[config.mk]
export PLATFORM = sky130hd
export DESIGN_NAME = term_sysgood_cfg
export DESIGN_NICKNAME = d
export VERILOG_FILES = /design/src/common/term_cfg_pkg.sv /design/src/common/term_if.sv /design/src/logic/term_resolve.sv /design/src/logic/term_sysgood_cfg.sv
export SDC_FILE = /design/constraint.sdc
export NUM_CORES = 1
export LEC_CHECK = 0
export BUFFER_PORTS_ARGS = -buffer_cell sky130_fd_sc_hd__buf_2
export CAP_MARGIN = 20
export CELL_PAD_IN_SITES_DETAIL_PLACEMENT = 1
export CELL_PAD_IN_SITES_GLOBAL_PLACEMENT = 1
export CORE_MARGIN = 2
export CORE_UTILIZATION = 45
export DETAILED_ROUTE_END_ITERATION = 16
export PLACE_DENSITY = 0.84
export SETUP_SLACK_MARGIN = 0.3
export SKIP_CTS_REPAIR_TIMING = 1
export SLEW_MARGIN = 20
export SYNTH_ARGS = -nofsm -noshare
export SYNTH_HDL_FRONTEND = slang
export SYNTH_SLANG_ARGS = --single-unit
[constraint.sdc]
create_clock -name i_clk -period 3.4 [get_ports i_clk]
set_input_delay 0.34 -clock i_clk [delete_from_list [all_inputs] [get_ports i_clk]]
set_output_delay 0.34 -clock i_clk [all_outputs]
set_load 0.02 [all_outputs]
[src/common/term_cfg_pkg.sv]
// constants and helpers for the termination and system-enable configuration register
package term_cfg_pkg;

  localparam logic [7:0] CFG_ADDR       = 8'h11;
  localparam logic [7:0] CFG_RESET      = 8'h40;
  localparam int         CODE_MSB       = 7;
  localparam int         CODE_LSB       = 5;
  localparam int         C20_BIT        = 4;
  localparam int         C10_BIT        = 3;
  localparam int         C5_BIT         = 2;
  localparam int         SEL_MSB        = 1;
  localparam int         SEL_LSB        = 0;
  localparam int         CHG_W          = 12;
  localparam int         TERM_W         = 9;

  // currents are counted in steps of 0.5 mA
  localparam logic [11:0] DIV_C20       = 12'h014;
  localparam logic [11:0] DIV_C10       = 12'h00a;
  localparam logic [11:0] DIV_C5        = 12'h005;
  localparam logic [8:0]  TERM_MIN      = 9'h019;
  localparam logic [8:0]  TERM_MAX      = 9'h154;

  localparam logic [1:0] SEL_LDO        = 2'h0;
  localparam logic [1:0] SEL_BATT       = 2'h1;
  localparam logic [1:0] SEL_WEAK_ISO   = 2'h2;
  localparam logic [1:0] SEL_MODE       = 2'h3;

  function automatic logic [8:0] term_table(input logic [2:0] code);
    case (code)
      3'h0:    term_table = 9'h019;
      3'h1:    term_table = 9'h041;
      3'h2:    term_table = 9'h069;
      3'h3:    term_table = 9'h091;
      3'h4:    term_table = 9'h0b9;
      3'h5:    term_table = 9'h0eb;
      3'h6:    term_table = 9'h11d;
      default: term_table = 9'h154;
    endcase
  endfunction

  function automatic logic [8:0] clamp_term(input logic [11:0] val);
    if (val < {3'h0, TERM_MIN}) begin
      clamp_term = TERM_MIN;
    end else if (val > {3'h0, TERM_MAX}) begin
      clamp_term = TERM_MAX;
    end else begin
      clamp_term = val[8:0];
    end
  endfunction

endpackage

[src/common/term_if.sv]
// carrier between the config register and the termination current resolver
`timescale 1ns/100ps
interface term_if;
  logic [2:0]  code;
  logic [2:0]  ratio;
  logic [11:0] charge;
  logic [8:0]  current;

  modport calc (input code, input ratio, input charge, output current);
  modport user (output code, output ratio, output charge, input current);
endinterface

[src/logic/term_resolve.sv]
// resolves the effective termination current from the stored selection bits
`timescale 1ns/100ps
module term_resolve (
  term_if.calc t
);

  // ratio bits arrive as {c20, c10, c5}; priority is applied here only, never to storage
  always_comb begin
    if (t.ratio[2]) begin
      t.current = term_cfg_pkg::clamp_term(t.charge / term_cfg_pkg::DIV_C20);
    end else if (t.ratio[1]) begin
      t.current = term_cfg_pkg::clamp_term(t.charge / term_cfg_pkg::DIV_C10);
    end else if (t.ratio[0]) begin
      t.current = term_cfg_pkg::clamp_term(t.charge / term_cfg_pkg::DIV_C5);
    end else begin
      t.current = term_cfg_pkg::term_table(t.code);
    end
  end

endmodule

[src/logic/term_sysgood_cfg.sv]
// termination current and system-enable configuration register with its decode logic
//
// Behaviour
// - bits 7 to 5 pick one of eight fixed termination currents from 12.5 mA to 170.0 mA, reset code 010.
// - bit 4 set makes termination the charge current over 20, overriding every other selection.
// - bit 3 set with bit 4 clear makes termination the charge current over 10.
// - bit 2 set with bits 3 and 4 clear makes termination the charge current over 5.
// - any ratio-based termination is clamped between 12.5 mA and 170 mA.
// - select 00 raises system enable when the LDO is active and system voltage is present.
// - select 01 drives system enable from the battery node voltage in charging mode.
// - select 10 raises system enable and turns off the isolation FET when the battery is below weak.
// - the select 10 behaviour acts only with input supply at 0 V and the battery monitor on.
// - select 11 raises system enable in LDO mode, and in charging mode only at or above weak.
// - the register sits at address 0x11 of the serial-bus register map.
`timescale 1ns/100ps
module term_sysgood_cfg (
  input  wire logic        i_clk,
  input  wire logic        i_rst,
  input  wire logic        i_ce,
  input  wire logic [7:0]  i_reg_addr,
  input  wire logic        i_reg_wr,
  input  wire logic [7:0]  i_reg_wdata,
  input  wire logic        i_reg_rd,
  input  wire logic [11:0] i_charge_current,
  input  wire logic        i_ldo_active,
  input  wire logic        i_sys_voltage_ok,
  input  wire logic        i_charging_mode,
  input  wire logic        i_batt_above_weak,
  input  wire logic        i_input_supply_zero,
  input  wire logic        i_battery_monitor_on,
  output logic      [7:0]  o_reg_rdata,
  output logic      [8:0]  o_term_current,
  output logic             o_system_enable_pin,
  output logic             o_iso_fet_off
);

  logic [7:0] cfg;
  logic [1:0] sel;
  logic       next_sysen;
  logic       next_fet_off;
  logic       weak_opt_live;

  term_if t ();

  term_resolve u_resolve (
    .t (t.calc)
  );

  assign t.code   = cfg[term_cfg_pkg::CODE_MSB:term_cfg_pkg::CODE_LSB];
  assign t.ratio  = cfg[term_cfg_pkg::C20_BIT:term_cfg_pkg::C5_BIT];
  assign t.charge = i_charge_current;
  assign sel      = cfg[term_cfg_pkg::SEL_MSB:term_cfg_pkg::SEL_LSB];

  // register storage: bits are kept exactly as written
  always_ff @(posedge i_clk or posedge i_rst) begin
    if (i_rst) begin
      cfg <= term_cfg_pkg::CFG_RESET;
    end else if (i_ce && i_reg_wr && i_reg_addr == term_cfg_pkg::CFG_ADDR) begin
      cfg <= i_reg_wdata;
    end
  end

  // read data is registered; other addresses belong to other blocks and read as zero here
  always_ff @(posedge i_clk or posedge i_rst) begin
    if (i_rst) begin
      o_reg_rdata <= 8'h00;
    end else if (i_ce && i_reg_rd) begin
      if (i_reg_addr == term_cfg_pkg::CFG_ADDR) begin
        o_reg_rdata <= cfg;
      end else begin
        o_reg_rdata <= 8'h00;
      end
    end
  end

  // the divide path is combinational; registering it here keeps the output free of glitches
  always_ff @(posedge i_clk or posedge i_rst) begin
    if (i_rst) begin
      o_term_current <= term_cfg_pkg::term_table(term_cfg_pkg::CFG_RESET[7:5]);
    end else if (i_ce) begin
      o_term_current <= t.current;
    end
  end

  assign weak_opt_live = i_input_supply_zero && i_battery_monitor_on;

  always_comb begin
    next_sysen   = 1'b0;
    next_fet_off = 1'b0;
    case (sel)
      term_cfg_pkg::SEL_LDO: begin
        next_sysen = i_ldo_active && i_sys_voltage_ok;
      end
      term_cfg_pkg::SEL_BATT: begin
        next_sysen = i_charging_mode && i_batt_above_weak;
      end
      term_cfg_pkg::SEL_WEAK_ISO: begin
        // inactive outside its qualifying condition: the FET stays on and the pin stays low
        if (weak_opt_live && !i_batt_above_weak) begin
          next_sysen   = 1'b1;
          next_fet_off = 1'b1;
        end
      end
      default: begin
        // charging mode decides which condition gates the pin
        if (i_charging_mode) begin
          next_sysen = i_batt_above_weak;
        end else begin
          next_sysen = i_ldo_active;
        end
      end
    endcase
  end

  always_ff @(posedge i_clk or posedge i_rst) begin
    if (i_rst) begin
      o_system_enable_pin <= 1'b0;
      o_iso_fet_off       <= 1'b0;
    end else if (i_ce) begin
      o_system_enable_pin <= next_sysen;
      o_iso_fet_off       <= next_fet_off;
    end
  end

  table_code_a: assert property (@(posedge i_clk) disable iff (i_rst)
    (i_ce && cfg[4:2] == 3'h0) |=> o_term_current == term_cfg_pkg::term_table($past(cfg[7:5])))
    else $error("fixed termination code not applied");

  ratio_c20_a: assert property (@(posedge i_clk) disable iff (i_rst)
    (i_ce && cfg[4]) |=> o_term_current == term_cfg_pkg::clamp_term($past(i_charge_current) / 12'h014))
    else $error("divide by 20 not applied");

  ratio_c10_a: assert property (@(posedge i_clk) disable iff (i_rst)
    (i_ce && cfg[4:3] == 2'h1) |=> o_term_current == term_cfg_pkg::clamp_term($past(i_charge_current) / 12'h00a))
    else $error("divide by 10 not applied");

  ratio_c5_a: assert property (@(posedge i_clk) disable iff (i_rst)
    (i_ce && cfg[4:2] == 3'h1) |=> o_term_current == term_cfg_pkg::clamp_term($past(i_charge_current) / 12'h005))
    else $error("divide by 5 not applied");

  ratio_clamp_a: assert property (@(posedge i_clk) disable iff (i_rst)
    (i_ce && cfg[4:2] != 3'h0) |=> (o_term_current >= 9'h019 && o_term_current <= 9'h154))
    else $error("ratio termination out of range");

  sel_ldo_a: assert property (@(posedge i_clk) disable iff (i_rst)
    (i_ce && sel == 2'h0) |=> o_system_enable_pin == ($past(i_ldo_active) && $past(i_sys_voltage_ok)))
    else $error("select 00 system enable wrong");

  sel_batt_a: assert property (@(posedge i_clk) disable iff (i_rst)
    (i_ce && sel == 2'h1) |=> o_system_enable_pin == ($past(i_charging_mode) && $past(i_batt_above_weak)))
    else $error("select 01 system enable wrong");

  weak_iso_a: assert property (@(posedge i_clk) disable iff (i_rst)
    (i_ce && sel == 2'h2 && i_input_supply_zero && i_battery_monitor_on && !i_batt_above_weak)
      |=> (o_system_enable_pin && o_iso_fet_off))
    else $error("weak battery isolation not applied");

  weak_gate_a: assert property (@(posedge i_clk) disable iff (i_rst)
    (i_ce && !(i_input_supply_zero && i_battery_monitor_on)) |=> !o_iso_fet_off)
    else $error("isolation FET turned off without qualifying condition");

  sel_mode_a: assert property (@(posedge i_clk) disable iff (i_rst)
    (i_ce && sel == 2'h3 && i_charging_mode) |=> o_system_enable_pin == $past(i_batt_above_weak))
    else $error("select 11 charging-mode enable wrong");

  write_read_a: assert property (@(posedge i_clk) disable iff (i_rst)
    (i_ce && i_reg_wr && i_reg_addr == 8'h11 ##1 i_ce && i_reg_rd && !i_reg_wr && i_reg_addr == 8'h11)
      |=> o_reg_rdata == $past(i_reg_wdata, 2))
    else $error("register read back differs from write");

  // a low enable must freeze everything, so a gated host clock never corrupts the setting
  cfg_hold_a: assert property (@(posedge i_clk) disable iff (i_rst)
    !i_ce |=> $stable(cfg))
    else $error("register changed while clock enable low");

  ce_hold_a: assert property (@(posedge i_clk) disable iff (i_rst)
    !i_ce |=> ($stable(o_term_current) && $stable(o_system_enable_pin) && $stable(o_iso_fet_off)
      && $stable(o_reg_rdata)))
    else $error("outputs moved while clock enable low");

  cfg_write_a: assert property (@(posedge i_clk) disable iff (i_rst)
    (i_ce && i_reg_wr && i_reg_addr == term_cfg_pkg::CFG_ADDR) |=> cfg == $past(i_reg_wdata))
    else $error("write to the config address not stored");

  other_addr_a: assert property (@(posedge i_clk) disable iff (i_rst)
    (i_reg_addr != term_cfg_pkg::CFG_ADDR) |=> $stable(cfg))
    else $error("access to another address changed the register");

  unmapped_read_a: assert property (@(posedge i_clk) disable iff (i_rst)
    (i_ce && i_reg_rd && i_reg_addr != term_cfg_pkg::CFG_ADDR) |=> o_reg_rdata == 8'h00)
    else $error("read of another address not zero");

  read_value_a: assert property (@(posedge i_clk) disable iff (i_rst)
    (i_ce && i_reg_rd && i_reg_addr == term_cfg_pkg::CFG_ADDR) |=> o_reg_rdata == $past(cfg))
    else $error("read data is not the stored value");

  read_hold_a: assert property (@(posedge i_clk) disable iff (i_rst)
    !(i_ce && i_reg_rd) |=> $stable(o_reg_rdata))
    else $error("read data moved without a read");

  sel_ldo_mode_a: assert property (@(posedge i_clk) disable iff (i_rst)
    (i_ce && sel == term_cfg_pkg::SEL_MODE && !i_charging_mode)
      |=> o_system_enable_pin == $past(i_ldo_active))
    else $error("select 11 ldo-mode enable wrong");

  fet_sel_only_a: assert property (@(posedge i_clk) disable iff (i_rst)
    (i_ce && sel != term_cfg_pkg::SEL_WEAK_ISO) |=> !o_iso_fet_off)
    else $error("isolation FET turned off outside select 10");

  weak_idle_a: assert property (@(posedge i_clk) disable iff (i_rst)
    (i_ce && sel == term_cfg_pkg::SEL_WEAK_ISO && !(i_input_supply_zero && i_battery_monitor_on && !i_batt_above_weak))
      |=> (!o_system_enable_pin && !o_iso_fet_off))
    else $error("select 10 active outside its condition");

  fet_pair_a: assert property (@(posedge i_clk) disable iff (i_rst)
    o_iso_fet_off |-> o_system_enable_pin)
    else $error("isolation FET off without system enable");

  term_range_a: assert property (@(posedge i_clk) disable iff (i_rst)
    o_term_current >= term_cfg_pkg::TERM_MIN && o_term_current <= term_cfg_pkg::TERM_MAX)
    else $error("termination current outside its range");

endmodule

### Word-level counts from Yosys, hierarchy flattened

Index checks and enable logic that the tools add are counted.

| word-level totals | value |
|---|---|
| flip-flop bits (word level) | 27 |
| output and inout port bits | 19 |
| word-level logic and storage cells | 48 |

| operators by class | value |
|---|---|
| order comparisons | 6 |
| div/mod/pow operators | 3 |
| mux-type cells | 15 |
| eq/ne operators | 9 |
| reductions and logical operators | 10 |

Operators with widths:

| cell | count |
|---|---|
| 9-bit two-way mux | 9 |
| 9-bit case mux with 7 select lines | 1 |
| 12-bit by 9-bit > comparator with 1-bit output, second input constant | 3 |
| 12-bit by 5-bit less-than comparator with 1-bit output, second input constant | 3 |
| 12-bit by 3-bit divider with 12-bit output, second input constant | 1 |
| 12-bit by 4-bit divider with 12-bit output, second input constant | 1 |
| 12-bit by 5-bit divider with 12-bit output, second input constant | 1 |
| 3-bit equality test, second input constant | 3 |
| 8-bit by 5-bit equality test with 1-bit output, second input constant | 1 |
| 8-bit two-way mux | 1 |
| 1-bit logical AND | 7 |
| 3-bit by 2-bit equality test with 1-bit output, second input constant | 2 |
| 3-bit by 1-bit equality test with 1-bit output, second input constant | 1 |
| 3-bit logical NOT | 1 |
| 1-bit two-way mux | 3 |
| 1-bit case mux with 3 select lines | 1 |
| 2-bit by 1-bit equality test with 1-bit output, second input constant | 1 |
| 2-bit equality test, second input constant | 1 |
| 2-bit logical NOT | 1 |
| 1-bit logical NOT | 1 |

### Logic depth before layout (Yosys ltp)

Gate-level depths: netlist of the first run.

| logic depth | value |
|---|---|
| depth after elaboration | 7 |
| mapped depth | 15 |

### Cells and area by module

Synthesis of the first run repeated with hierarchy kept, for this count alone.

| second synthesis, totals | value |
|---|---|
| cells, all modules | 450 |
| area total of the unflattened synthesis | 3362.0 um2 |

Modules (own cells, without submodules):

| module | seq. area each (um2) | cells each | times used | area an instance (um2) |
|---|---|---|---|---|
| term_resolve | 0.0 | 363 | 1 | 2218.4 |
| term_sysgood_cfg | 681.9 | 87 | 1 | 1143.6 |

### Worst setup path before layout of the first run

Ideal clock, no wire load.

| timing | value |
|---|---|
| path type | input -> register |
| start | input port i_charge_current[8] |
| end | register o_term_current[6] |
| buffers on the path | 1 |
| data required time | 3.318 ns |
| arrival time | 3.356 ns |
| slack | -0.038 ns |
| cell stages on the path | 13 |
| library setup time | 0.082 ns |
| cells stage by stage | buf_4 > nand2b_2 > xnor2_2 > a211oi_4 > nand2_1 > o221a_2 > o31a_1 > o221a_4 > a21oi_2 > o22ai_1 > a311o_1 > o31a_1 > o31a_1 |

| on the way | value |
|---|---|
| cells in the longest elaborated chain, start to end | 7 |

RTL lines:

| item | RTL line | source |
|---|---|---|
| start: declaration | term_sysgood_cfg.sv:24 | `input wire logic [11:0] i_charge_current,` |
| 12-bit by 3-bit divider with 12-bit output | term_resolve.sv:14 | `t.current = term_cfg_pkg::clamp_term(t.charge / term_cfg_pkg::DIV_C5);` |
| 12-bit by 9-bit > comparator with 1-bit output | term_cfg_pkg.sv:44 | `end else if (val > {3'h0, TERM_MAX}) begin` |
| 9-bit two-way mux | term_cfg_pkg.sv:44 |  |
| 9-bit two-way mux | term_cfg_pkg.sv:42 | `if (val < {3'h0, TERM_MIN}) begin` |
| 9-bit two-way mux | term_resolve.sv:13 | `end else if (t.ratio[0]) begin` |
| 9-bit two-way mux | term_resolve.sv:11 | `end else if (t.ratio[1]) begin` |
| 9-bit two-way mux (*) | term_resolve.sv:9 | `if (t.ratio[2]) begin` |
| end signal: assignment | term_sysgood_cfg.sv:79 | `o_term_current <= term_cfg_pkg::term_table(term_cfg_pkg::CFG_RESET[7:5]);` |
| end signal: assignment | term_sysgood_cfg.sv:81 | `o_term_current <= t.current;` |
| end: declaration | term_sysgood_cfg.sv:32 | `output logic [8:0] o_term_current,` |

Mark *: on every way between the ends. The rest lies on a longest branch, timed or not.
A chain may end at the register's enable or synchronous reset.

### Worst setup path in the final report of the first run

| timing | value |
|---|---|
| start | input port i_charge_current[9] |
| end | register o_term_current[1] |

Same word-level chain as after synthesis.

==> results of run 1 <==
## Yosys cell counts (3+ instances only)
| cell | number | area [µm²] |
|---|---|---|
| nand2_1 | 26 | 97.6 |
| nor2_1 | 24 | 90.1 |
| dfrtp_1 | 22 | 551 |
| a21oi_1 | 21 | 105 |
| o21ai_0 | 18 | 90.1 |
| inv_1 | 17 | 63.8 |
| nor3_1 | 15 | 75.1 |
| clkbuf_1 | 13 | 48.8 |
| nand2b_1 | 12 | 75.1 |
| nand3_1 | 11 | 55.1 |
| a22o_1 | 9 | 78.8 |
| mux2_2 | 9 | 101 |
| o211ai_1 | 9 | 67.6 |
| a31oi_1 | 8 | 50.1 |
| buf_4 | 7 | 52.6 |
| nor2b_1 | 7 | 43.8 |
| o21a_1 | 7 | 52.6 |
| o22ai_1 | 7 | 43.8 |
| a211oi_1 | 5 | 37.5 |
| dfstp_2 | 5 | 131 |
| or3_1 | 5 | 31.3 |
| a211o_1 | 4 | 35.0 |
| a21o_1 | 4 | 30.0 |
| and2_1 | 4 | 25.0 |
| mux2i_1 | 4 | 40.0 |
| o21ai_1 | 4 | 20.0 |
| o221ai_1 | 4 | 35.0 |
| o31a_1 | 4 | 35.0 |
| o31ai_1 | 4 | 30.0 |
| xnor2_1 | 4 | 35.0 |
| a311o_1 | 3 | 30.0 |
| and3_1 | 3 | 18.8 |
| buf_2 | 3 | 15.0 |
| o32ai_2 | 3 | 48.8 |
## worst register-to-register path: stages (launching register included)
cell     delay (ns)
dfrtp_1        0.61
inv_1          0.25
a311o_1        0.38
a21o_1         0.21
or3_4          0.41
a31oi_4        0.19
## state kept, by name, indices dropped and copies added (netlist names)
name and cells:
cfg 8, o_iso_fet_off 1, o_reg_rdata 8, o_system_enable_pin 1
o_term_current 9
## worst min-delay path by stage
stage                endpoint  depth (start not counted)  slack, ns
6_report               cfg[0]                          2       0.13
3_3_place_gp   o_reg_rdata[2]                          1       0.49
4_1_cts                cfg[0]                          2       0.28
5_1_grt        o_reg_rdata[7]                          2       0.17
3_5_place_dp   o_reg_rdata[4]                          1       0.49
2_1_floorplan          cfg[0]                          1       0.39
## metal layers
layer | wire [µm] | up-vias | share of wire [%]
met2 | 8730 | 420 | 46
met4 | 1470 | 0 | 7.7
met5 | 0 | - | 0
met3 | 1920 | 152 | 10
met1 | 6820 | 2221 | 36
li1 | - | 1794 | -
## where the power goes
group          switching [µW]  internal [µW]  total [µW]  leakage (µW)
combinational             548            433         982       0.00177
sequential               16.3            335         352      0.000353
clock                     129           86.8         216     0.0000261
total                     694            855        1550       0.00215
## cell usage in the layout, fill, tap and decap left out, drive strengths merged, types with 11 or more instances in the layout
cell    instances
nor2           24
nor3           16
nand3          11
dfrtp          22
buf           166
a21oi          24
nand2          27
nand2b         13
inv            18
o21ai          24
## metrics by stage
step	instance area (µm²)	utilization [%]	TNS, ns
floorplan	3220	-	0
global placement	4080	60.4	-1.53
detailed placement	4080	60.4	-2.91
CTS	4130	61.2	-0.588
global route	4860	71.9	-2.81
finish	4860	71.9	-2.22
## kinds of logic after synthesis
logic type | share of synthesized area, %
buffers and inverters | 6.62
multiplexers | 4.54
AO/OA/AOI/OAI | 39.3
XOR/XNOR | 2.21
AND/OR/NAND/NOR | 25.5
flip-flops | 21.9
## layout make-up
class,instances,area share [%]
clock buffers,3,0.850
repair buffers,166,25.2
inverters,17,1.31
well taps,80,2.06
clock inverters,1,0.180
multi-input cells,314,56.3
flip-flops and latches,27,14.0
==> flow_summary.yaml, run 1 <==
sta:
  tightest_slew_ns: 0.649
  fmax_ghz: 0.266
  fin_skew_ns: 0.0114
  finalCritPeriodShare_pct: 111
  setup_ws_ns: -0.359
  max_slew_margin_pct: 56.2
  holdWs_ns: 0.125
  rsz0062_at_grt: "yes"
  period_needed_ns: 3.76
  slew_violations: 0
  finalHoldViolations: 0
  setup_viol: 9
floorplanning:
  start_util_pct: 46.1
  die_w_um: 87.2
  die_y_um: 87.2
  io_pins: 58
  rows: 30
  die-area_um2: 7610
  core_area_um2: 6760
clock_network:
  cts_root_buf: "clkbuf_8"
  clock_latency_ns: 0.30
  cts_buffer_depth: 2
  htreeDepth: 1
  clk_pin_slew_worst_paths_ns: 0.12
  cts_made_buffers: 3
  cts_sinks: 27
  cts_tree: "done"
place:
  dp.cells: 578
  port_buffers: 57
  post-place-ws_ns: -0.417
  dp.final_hpwl_mm: 10.2
  gp_congestion: 0.902
synthesis:
  synth_flop_cell: "dfrtp_1"
  ys_seq_area_share_pct: 21.9
  synth-seq-cells: 27
  yosys_warnings: 0
  async_flop_share_pct: 100
  avgSynthCellArea_um2: 8.14
  synth_area_um2: 3120
  synth.distinct_cells: 92
  synthesis.instances: 383
  syn_nets: 422
  synth_edf_count: 0
routing:
  drc: 0
  routedWlPerCell_um: 31.1
  drt_iter0_drc: 639
  drt_wl_total_mm: 18.9
  drt_first_pass_iters: 5
  vias: 4587
  ant_nets: 0
  via_per_inst: 7.54
critical_path:
  path_class: "in2reg"
  crit_top_cell: "buf_4"
  slowest_stage: "nor3_1"
  crit_path_max_incr_delay_ns: 0.45
  r2r_start: "cfg[2]"
  crit_path_start_kind: "primary input"
  cp-endpoint: "o_term_current[1]"
  path_buf_inv: 5
  regToRegSetupSlack_ns: 1.28
  crit_fanout: 7
  worstSetupPathDepth: 17
  endpoint_kind: "register"
  required_ns: 3.63
  crit_chain: "buf_8 -> buf_8 -> buf_4 -> xor2_1 -> nor2_1 -> a221oi_2 -> a211oi_2 -> o21a_1 -> buf_4 -> nor3_1 -> o21ai_0 -> buf_4 -> a211oi_2 -> a31o_4 -> nand2_1 -> or3_1 -> nand4_1"
  r2r-end: "o_term_current[7]"
  ff2ff_path_depth: 5
  crit_path_start: "i_charge_current[9]"
  arrival_ns: 3.99
  critPathTopFamily: "compound AO/OA/AOI/OAI gates"
global_route:
  met2_usage_pct: 60.8
  gr-usage-all-layers_pct: 35.4
  grt_max_degree: 28
  antenna_found_initial: 0
  overflow: 0
  grt.busiest_layer: "met2"
  globalRouteMet3Util_pct: 4.93
  grt_pass1_wl_mm: 21.2
  grt_pass1_vias: 4104
  gr-usage-met1_pct: 44.6
finish:
  fillers: 735
  area_delta_synth_final_pct: 55.8
  diodes: 0
  regArea_um2: 682
  fin_nets: 568
  final_cells: 608
  multiInputGateArea_um2: 2740
  drive_above_1_share_pct: 52.7
pwr:
  ir_worst_vdd_uv: 183
  power.density_nw_per_um2: 319
  leakagePower_uw: 0.00215
  finalPower_uw: 1550
status:
  violations: "setup timing"
  status: "complete, but fails checks"
hold_path:
  min_path_type: "in2async"
flow_run:
  maxCapViolCount: 0
No activity file was read; power rests on OpenSTA's default activity.
==> run 2, diff against run 1 <==
- ABC_AREA: not set -> 1
- CORE_UTILIZATION: 45 -> 41
- TNS_END_PERCENT: not set -> 1
==> flow_summary.yaml, run 2 <==
synthesis:
  yosysMostFrequentCell: "nand2_1"
  synthesis.instances: 390
  async_flop_share_pct: 100
  synth_area_leaders: "dfrtp_1, nand2_1, inv_1"
  synth_edf_count: 0
  synth_flop_cell: "dfrtp_1"
  synth.distinct_cells: 35
  syn_nets: 429
  ys_seq_area_share_pct: 26.8
  synth_common_cells: "nand2_1, inv_1, nand3_1"
  synth-seq-cells: 27
  avgSynthCellArea_um2: 6.53
  yosys_warnings: 0
  yosysTopAreaCell: "dfrtp_1"
  synth_area_um2: 2540
  synth_top_cell_area_share_pct: 21.6
pwr:
  power.density_nw_per_um2: 426
  leakagePower_uw: 0.00197
  ir_worst_vdd_uv: 227
floorplanning:
  die_w_um: 82.8
  io_pins: 58
  die-area_um2: 6850
  core_area_um2: 5960
  die_y_um: 82.8
  start_util_pct: 42.7
  rows: 28
global_route:
  grt_pass1_vias: 3097
  antenna_found_initial: 0
  grt_pass1_wl_mm: 13.5
  gr-usage-all-layers_pct: 25.1
  grt_max_degree: 28
  overflow: 0
sta:
  setup_viol: 7
  fmax_ghz: 0.236
  period_needed_ns: 4.23
  max_slew_margin_pct: 61.7
  slew_violations: 0
  fin_skew_ns: 0.0110
  tightest_slew_ns: 0.570
  finalHoldViolations: 0
  finalCritPeriodShare_pct: 124
  rsz0062_at_grt: "yes"
  setup_ws_ns: -0.829
flow_run:
  maxCapViolCount: 0
critical_path:
  crit_fanout: 4
  crit_path_max_incr_delay_ns: 0.21
  critPathTopFamily: "simple AND/OR/NAND/NOR gates"
  r2r_start: "cfg[6]"
  r2r-end: "o_term_current[0]"
  crit_path_start: "i_charge_current[10]"
  slowest_stage: "a21oi_1"
  path_buf_inv: 7
  regToRegSetupSlack_ns: 1.64
  ff2ff_path_depth: 7
  crit_path_start_kind: "primary input"
  endpoint_kind: "register"
  crit_top_cell: "nand2_1"
  path_class: "in2reg"
  cp-endpoint: "o_term_current[0]"
  worstSetupPathDepth: 38
  required_ns: 3.61
  arrival_ns: 4.44
status:
  status: "complete, but fails checks"
  violations: "setup timing"
place:
  port_buffers: 57
  gp_congestion: 0.902
  dp.final_hpwl_mm: 6.77
  dp.cells: 555
  post-place-ws_ns: -0.952
routing:
  via_per_inst: 5.55
  drt_wl_total_mm: 10.1
  drc: 0
  drt_iter0_drc: 188
  routedWlPerCell_um: 17.6
  ant_nets: 0
  drt_first_pass_iters: 4
  vias: 3186
clock_network:
  clk_pin_slew_worst_paths_ns: 0.10
  clock_latency_ns: 0.28
  cts_sinks: 27
  cts_root_buf: "clkbuf_8"
  cts_tree: "done"
  cts_buffer_depth: 2
  cts_made_buffers: 3
  htreeDepth: 1
finish:
  largestRegisters: "o_term_current: 9 flops, cfg: 8 flops, o_reg_rdata: 8 flops"
  fillers: 804
  area_delta_synth_final_pct: 44.5
  final_cells: 574
  final_cell_mix: "nand2_1, buf_2, buf_4"
  regMostFlops: "o_term_current"
  largest_register_ffs: 9
  fin_nets: 539
  diodes: 0
  drive_above_1_share_pct: 43.3
  final_common_cell: "nand2_1"
hold_path:
  min_path_type: "in2async"
## run 2: metal layers
metal	track usage (%)	wire, µm	up-vias
li1	-	-	1502
met1	28.3	3890	1570
met2	49.3	5550	84
met3	1.84	346	30
met4	8.36	338	0
met5	0	0	-
## run 2: layout make-up
cell class              instances  area, µm²  area share (%)
multi-input cells             298       1900            51.5
repair buffers                111        737            20.0
flip-flops and latches         27        682            18.5
inverters                      59        224            6.09
well taps                      75       93.8            2.55
clock buffers                   4       45.0            1.22
## run 2: worst min path at each step
stage / from / endpoint / cells after the start
floorplan: i_rst / cfg[0] / 1
global placement: o_term_current[6] / o_term_current[6] / 2
detailed placement: o_term_current[5] / o_term_current[5] / 2
CTS: i_reg_wdata[4] / cfg[4] / 2
global route: i_rst / cfg[0] / 2
finish: i_rst / cfg[0] / 2
## run 2: kinds of logic after synthesis
| logic type | Yosys count | synth area share [%] |
|---|---|---|
| xor gates and xnor gates | 2 | 0.688 |
| DFF | 27 | 26.8 |
| AOI/OAI and AO/OA | 66 | 16.5 |
| muxes | 8 | 3.54 |
| buffers and inverters | 65 | 9.88 |
| and+or+nand+nor | 222 | 42.6 |
## run 2: per-stage QoR
step | hold WS (ns) | total power (µW) | TNS [ns] | area [µm²] | util (%)
after floorplan | 0.389 | 848 | -1.11 | 2550 | -
final | 0.000801 | 1570 | -5.08 | 3680 | 61.7
after global placement | 0.457 | 1120 | -4.09 | 3200 | 53.7
after global routing | 0.0190 | 1650 | -6.80 | 3680 | 61.7
after detailed placement | 0.458 | 1160 | -6.46 | 3200 | 53.7
after CTS | 0.294 | 1350 | -4.54 | 3240 | 54.4
## run 2: report_power, final
part,switching (µW),internal (µW)
clock network,101,84.0
logic,620,414
registers,10.4,336
total,731,834
==> run 3, diff against run 2 <==
- CORE_ASPECT_RATIO: not set -> 1.75
- HOLD_SLACK_MARGIN: not set -> 0.03
- RECOVER_POWER: not set -> 100
==> flow_summary.yaml, run 3 (synthesis results as in run 2) <==
pwr:
  power.density_nw_per_um2: 422
  internal_power_uw: 818
  combPwrFrac_pct: 66.0
  ir_worst_vdd_uv: 253
  pwr-share-clk_pct: 11.4
  seqPwrFrac_pct: 22.6
  leakagePower_uw: 0.00189
  p_sw_share_pct: 46.7
  finalPower_uw: 1530
  switchingPower_uw: 716
critical_path:
  arrival_ns: 4.34
  path_class: "in2reg"
  crit_top_cell: "nand2_4"
  regToRegSetupSlack_ns: 1.41
  slowest_stage: "a21oi_2"
  crit_path_max_incr_delay_ns: 0.23
  ff2ff_path_depth: 7
  endpoint_kind: "register"
  crit_fanout: 5
  r2r_start: "cfg[6]"
  crit_path_start_kind: "primary input"
  r2r-end: "o_term_current[7]"
  required_ns: 3.56
routing:
  routedWlPerCell_um: 17.7
  drt_iter0_drc: 78
  via_per_inst: 5.53
  vias: 3205
  drt_first_pass_iters: 4
  drc: 0
  drt_wl_total_mm: 10.3
  ant_nets: 0
finish:
  post-route-util_pct: 59.8
  drive_above_1_share_pct: 39.8
  regMostFlops: "o_term_current"
  final_area_um2: 3640
  fin_nets: 540
  area_delta_synth_final_pct: 42.9
  final_cells: 580
  largest_register_ffs: 9
  largestRegisters: "o_term_current: 9 flops, cfg: 8 flops, o_reg_rdata: 8 flops"
  diodes: 0
  final_common_cell: "nand2_1"
  final_cell_mix: "nand2_1, buf_4, inv_1"
global_route:
  grt_max_degree: 28
  antenna_found_initial: 0
  gr-usage-all-layers_pct: 24.9
  overflow: 0
  grt_pass1_vias: 3179
  grt_pass1_wl_mm: 13.7
floorplanning:
  core_area_um2: 6090
  rows: 38
  start_util_pct: 41.8
  die_y_um: 108
  die_w_um: 63.6
  io_pins: 58
  die-area_um2: 6880
place:
  dp.cells: 563
  port_buffers: 57
  postPlaceCellArea_um2: 3230
  dp.final_hpwl_mm: 7.14
  gp_congestion: 0.938
clock_network:
  htreeDepth: 1
  cts_tree: "done"
  cts_made_buffers: 3
  cts_sinks: 27
  cts_buffer_depth: 2
  clk_pin_slew_worst_paths_ns: 0.08
  cts_root_buf: "clkbuf_8"
  clock_latency_ns: 0.27
hold_path:
  min_path_type: "in2async"
sta:
  setup_viol: 7
  finalCritPeriodShare_pct: 123
  finalHoldViolations: 5
  rsz0062_at_grt: "yes"
  slew_violations: 0
  fmax_ghz: 0.240
  max_slew_margin_pct: 29.4
  holdWs_ns: -0.0262
  tightest_slew_ns: 1.06
  setup_ws_ns: -0.774
  period_needed_ns: 4.17
  fin_skew_ns: 0.00174
flow_run:
  maxCapViolCount: 0
status:
  status: "complete, but fails checks"
  violations: "hold timing, setup timing"
==> run 3: cell types whose count changed in the layout (fill, tap and decap cells not counted), moves of 2 or more <==
cell,before,now
buf_2,54,35
clkbuf_1,1,21
buf_4,50,52
buf_6,5,3
nand2_1,96,91
nand2_2,21,27
==> run 3: per-stage QoR <==
| stage | setup WS [ns] | TNS (ns) |
|---|---|---|
| 2_1_floorplan | -0.201 | -1.11 |
| 3_3_place_gp | -0.714 | -4.32 |
| 3_5_place_dp | -0.995 | -6.30 |
| 4_1_cts | -0.723 | -4.39 |
| 5_1_grt | -1.10 | -7.48 |
| 6_report | -0.774 | -5.04 |
==> run 3: final cells by class <==
type	count	area, µm²
sequential	27	682
multi-input combinational	298	1880
inverter	59	224
fill	835	2450
timing repair buffer	112	704
clock buffer	4	45.0
tap	80	100
==> run 3: worst max path at each step <==
stage,from,end,cells past startpoint
after floorplan,i_charge_current[9],o_term_current[4],36
after global placement,i_charge_current[11],o_term_current[4],34
after detailed placement,i_charge_current[11],o_term_current[4],34
after CTS,i_charge_current[11],o_term_current[4],34
after global routing,i_charge_current[9],o_term_current[2],38
final,i_charge_current[9],o_term_current[2],38
==> run 3: routing by layer <==
metal	wire length, µm	global-route usage, %	vias to the layer above	share of wire, %
li1	-	-	1505	-
met1	3250	21.4	1553	32
met2	6200	55.0	109	60
met3	280	1.14	38	2.7
met4	570	12.0	0	5.5
met5	0	0	-	0
==> run 3: power by group through the flow <==
stage	sequential, µW	clock [µW]	combinational [µW]
6_report	347	175	1010
5_1_grt	348	188	1080
4_1_cts	346	181	812
3_5_place_dp	352	0	809
3_3_place_gp	352	0	780
2_1_floorplan	360	0	488
==> run 3: worst max-delay path: cells and delay by family <==
family	cells	cell delay, ns
AND/OR/NAND/NOR	31	3.05
buffers and inverters	3	0.36
AO/OA/AOI/OAI	4	0.60
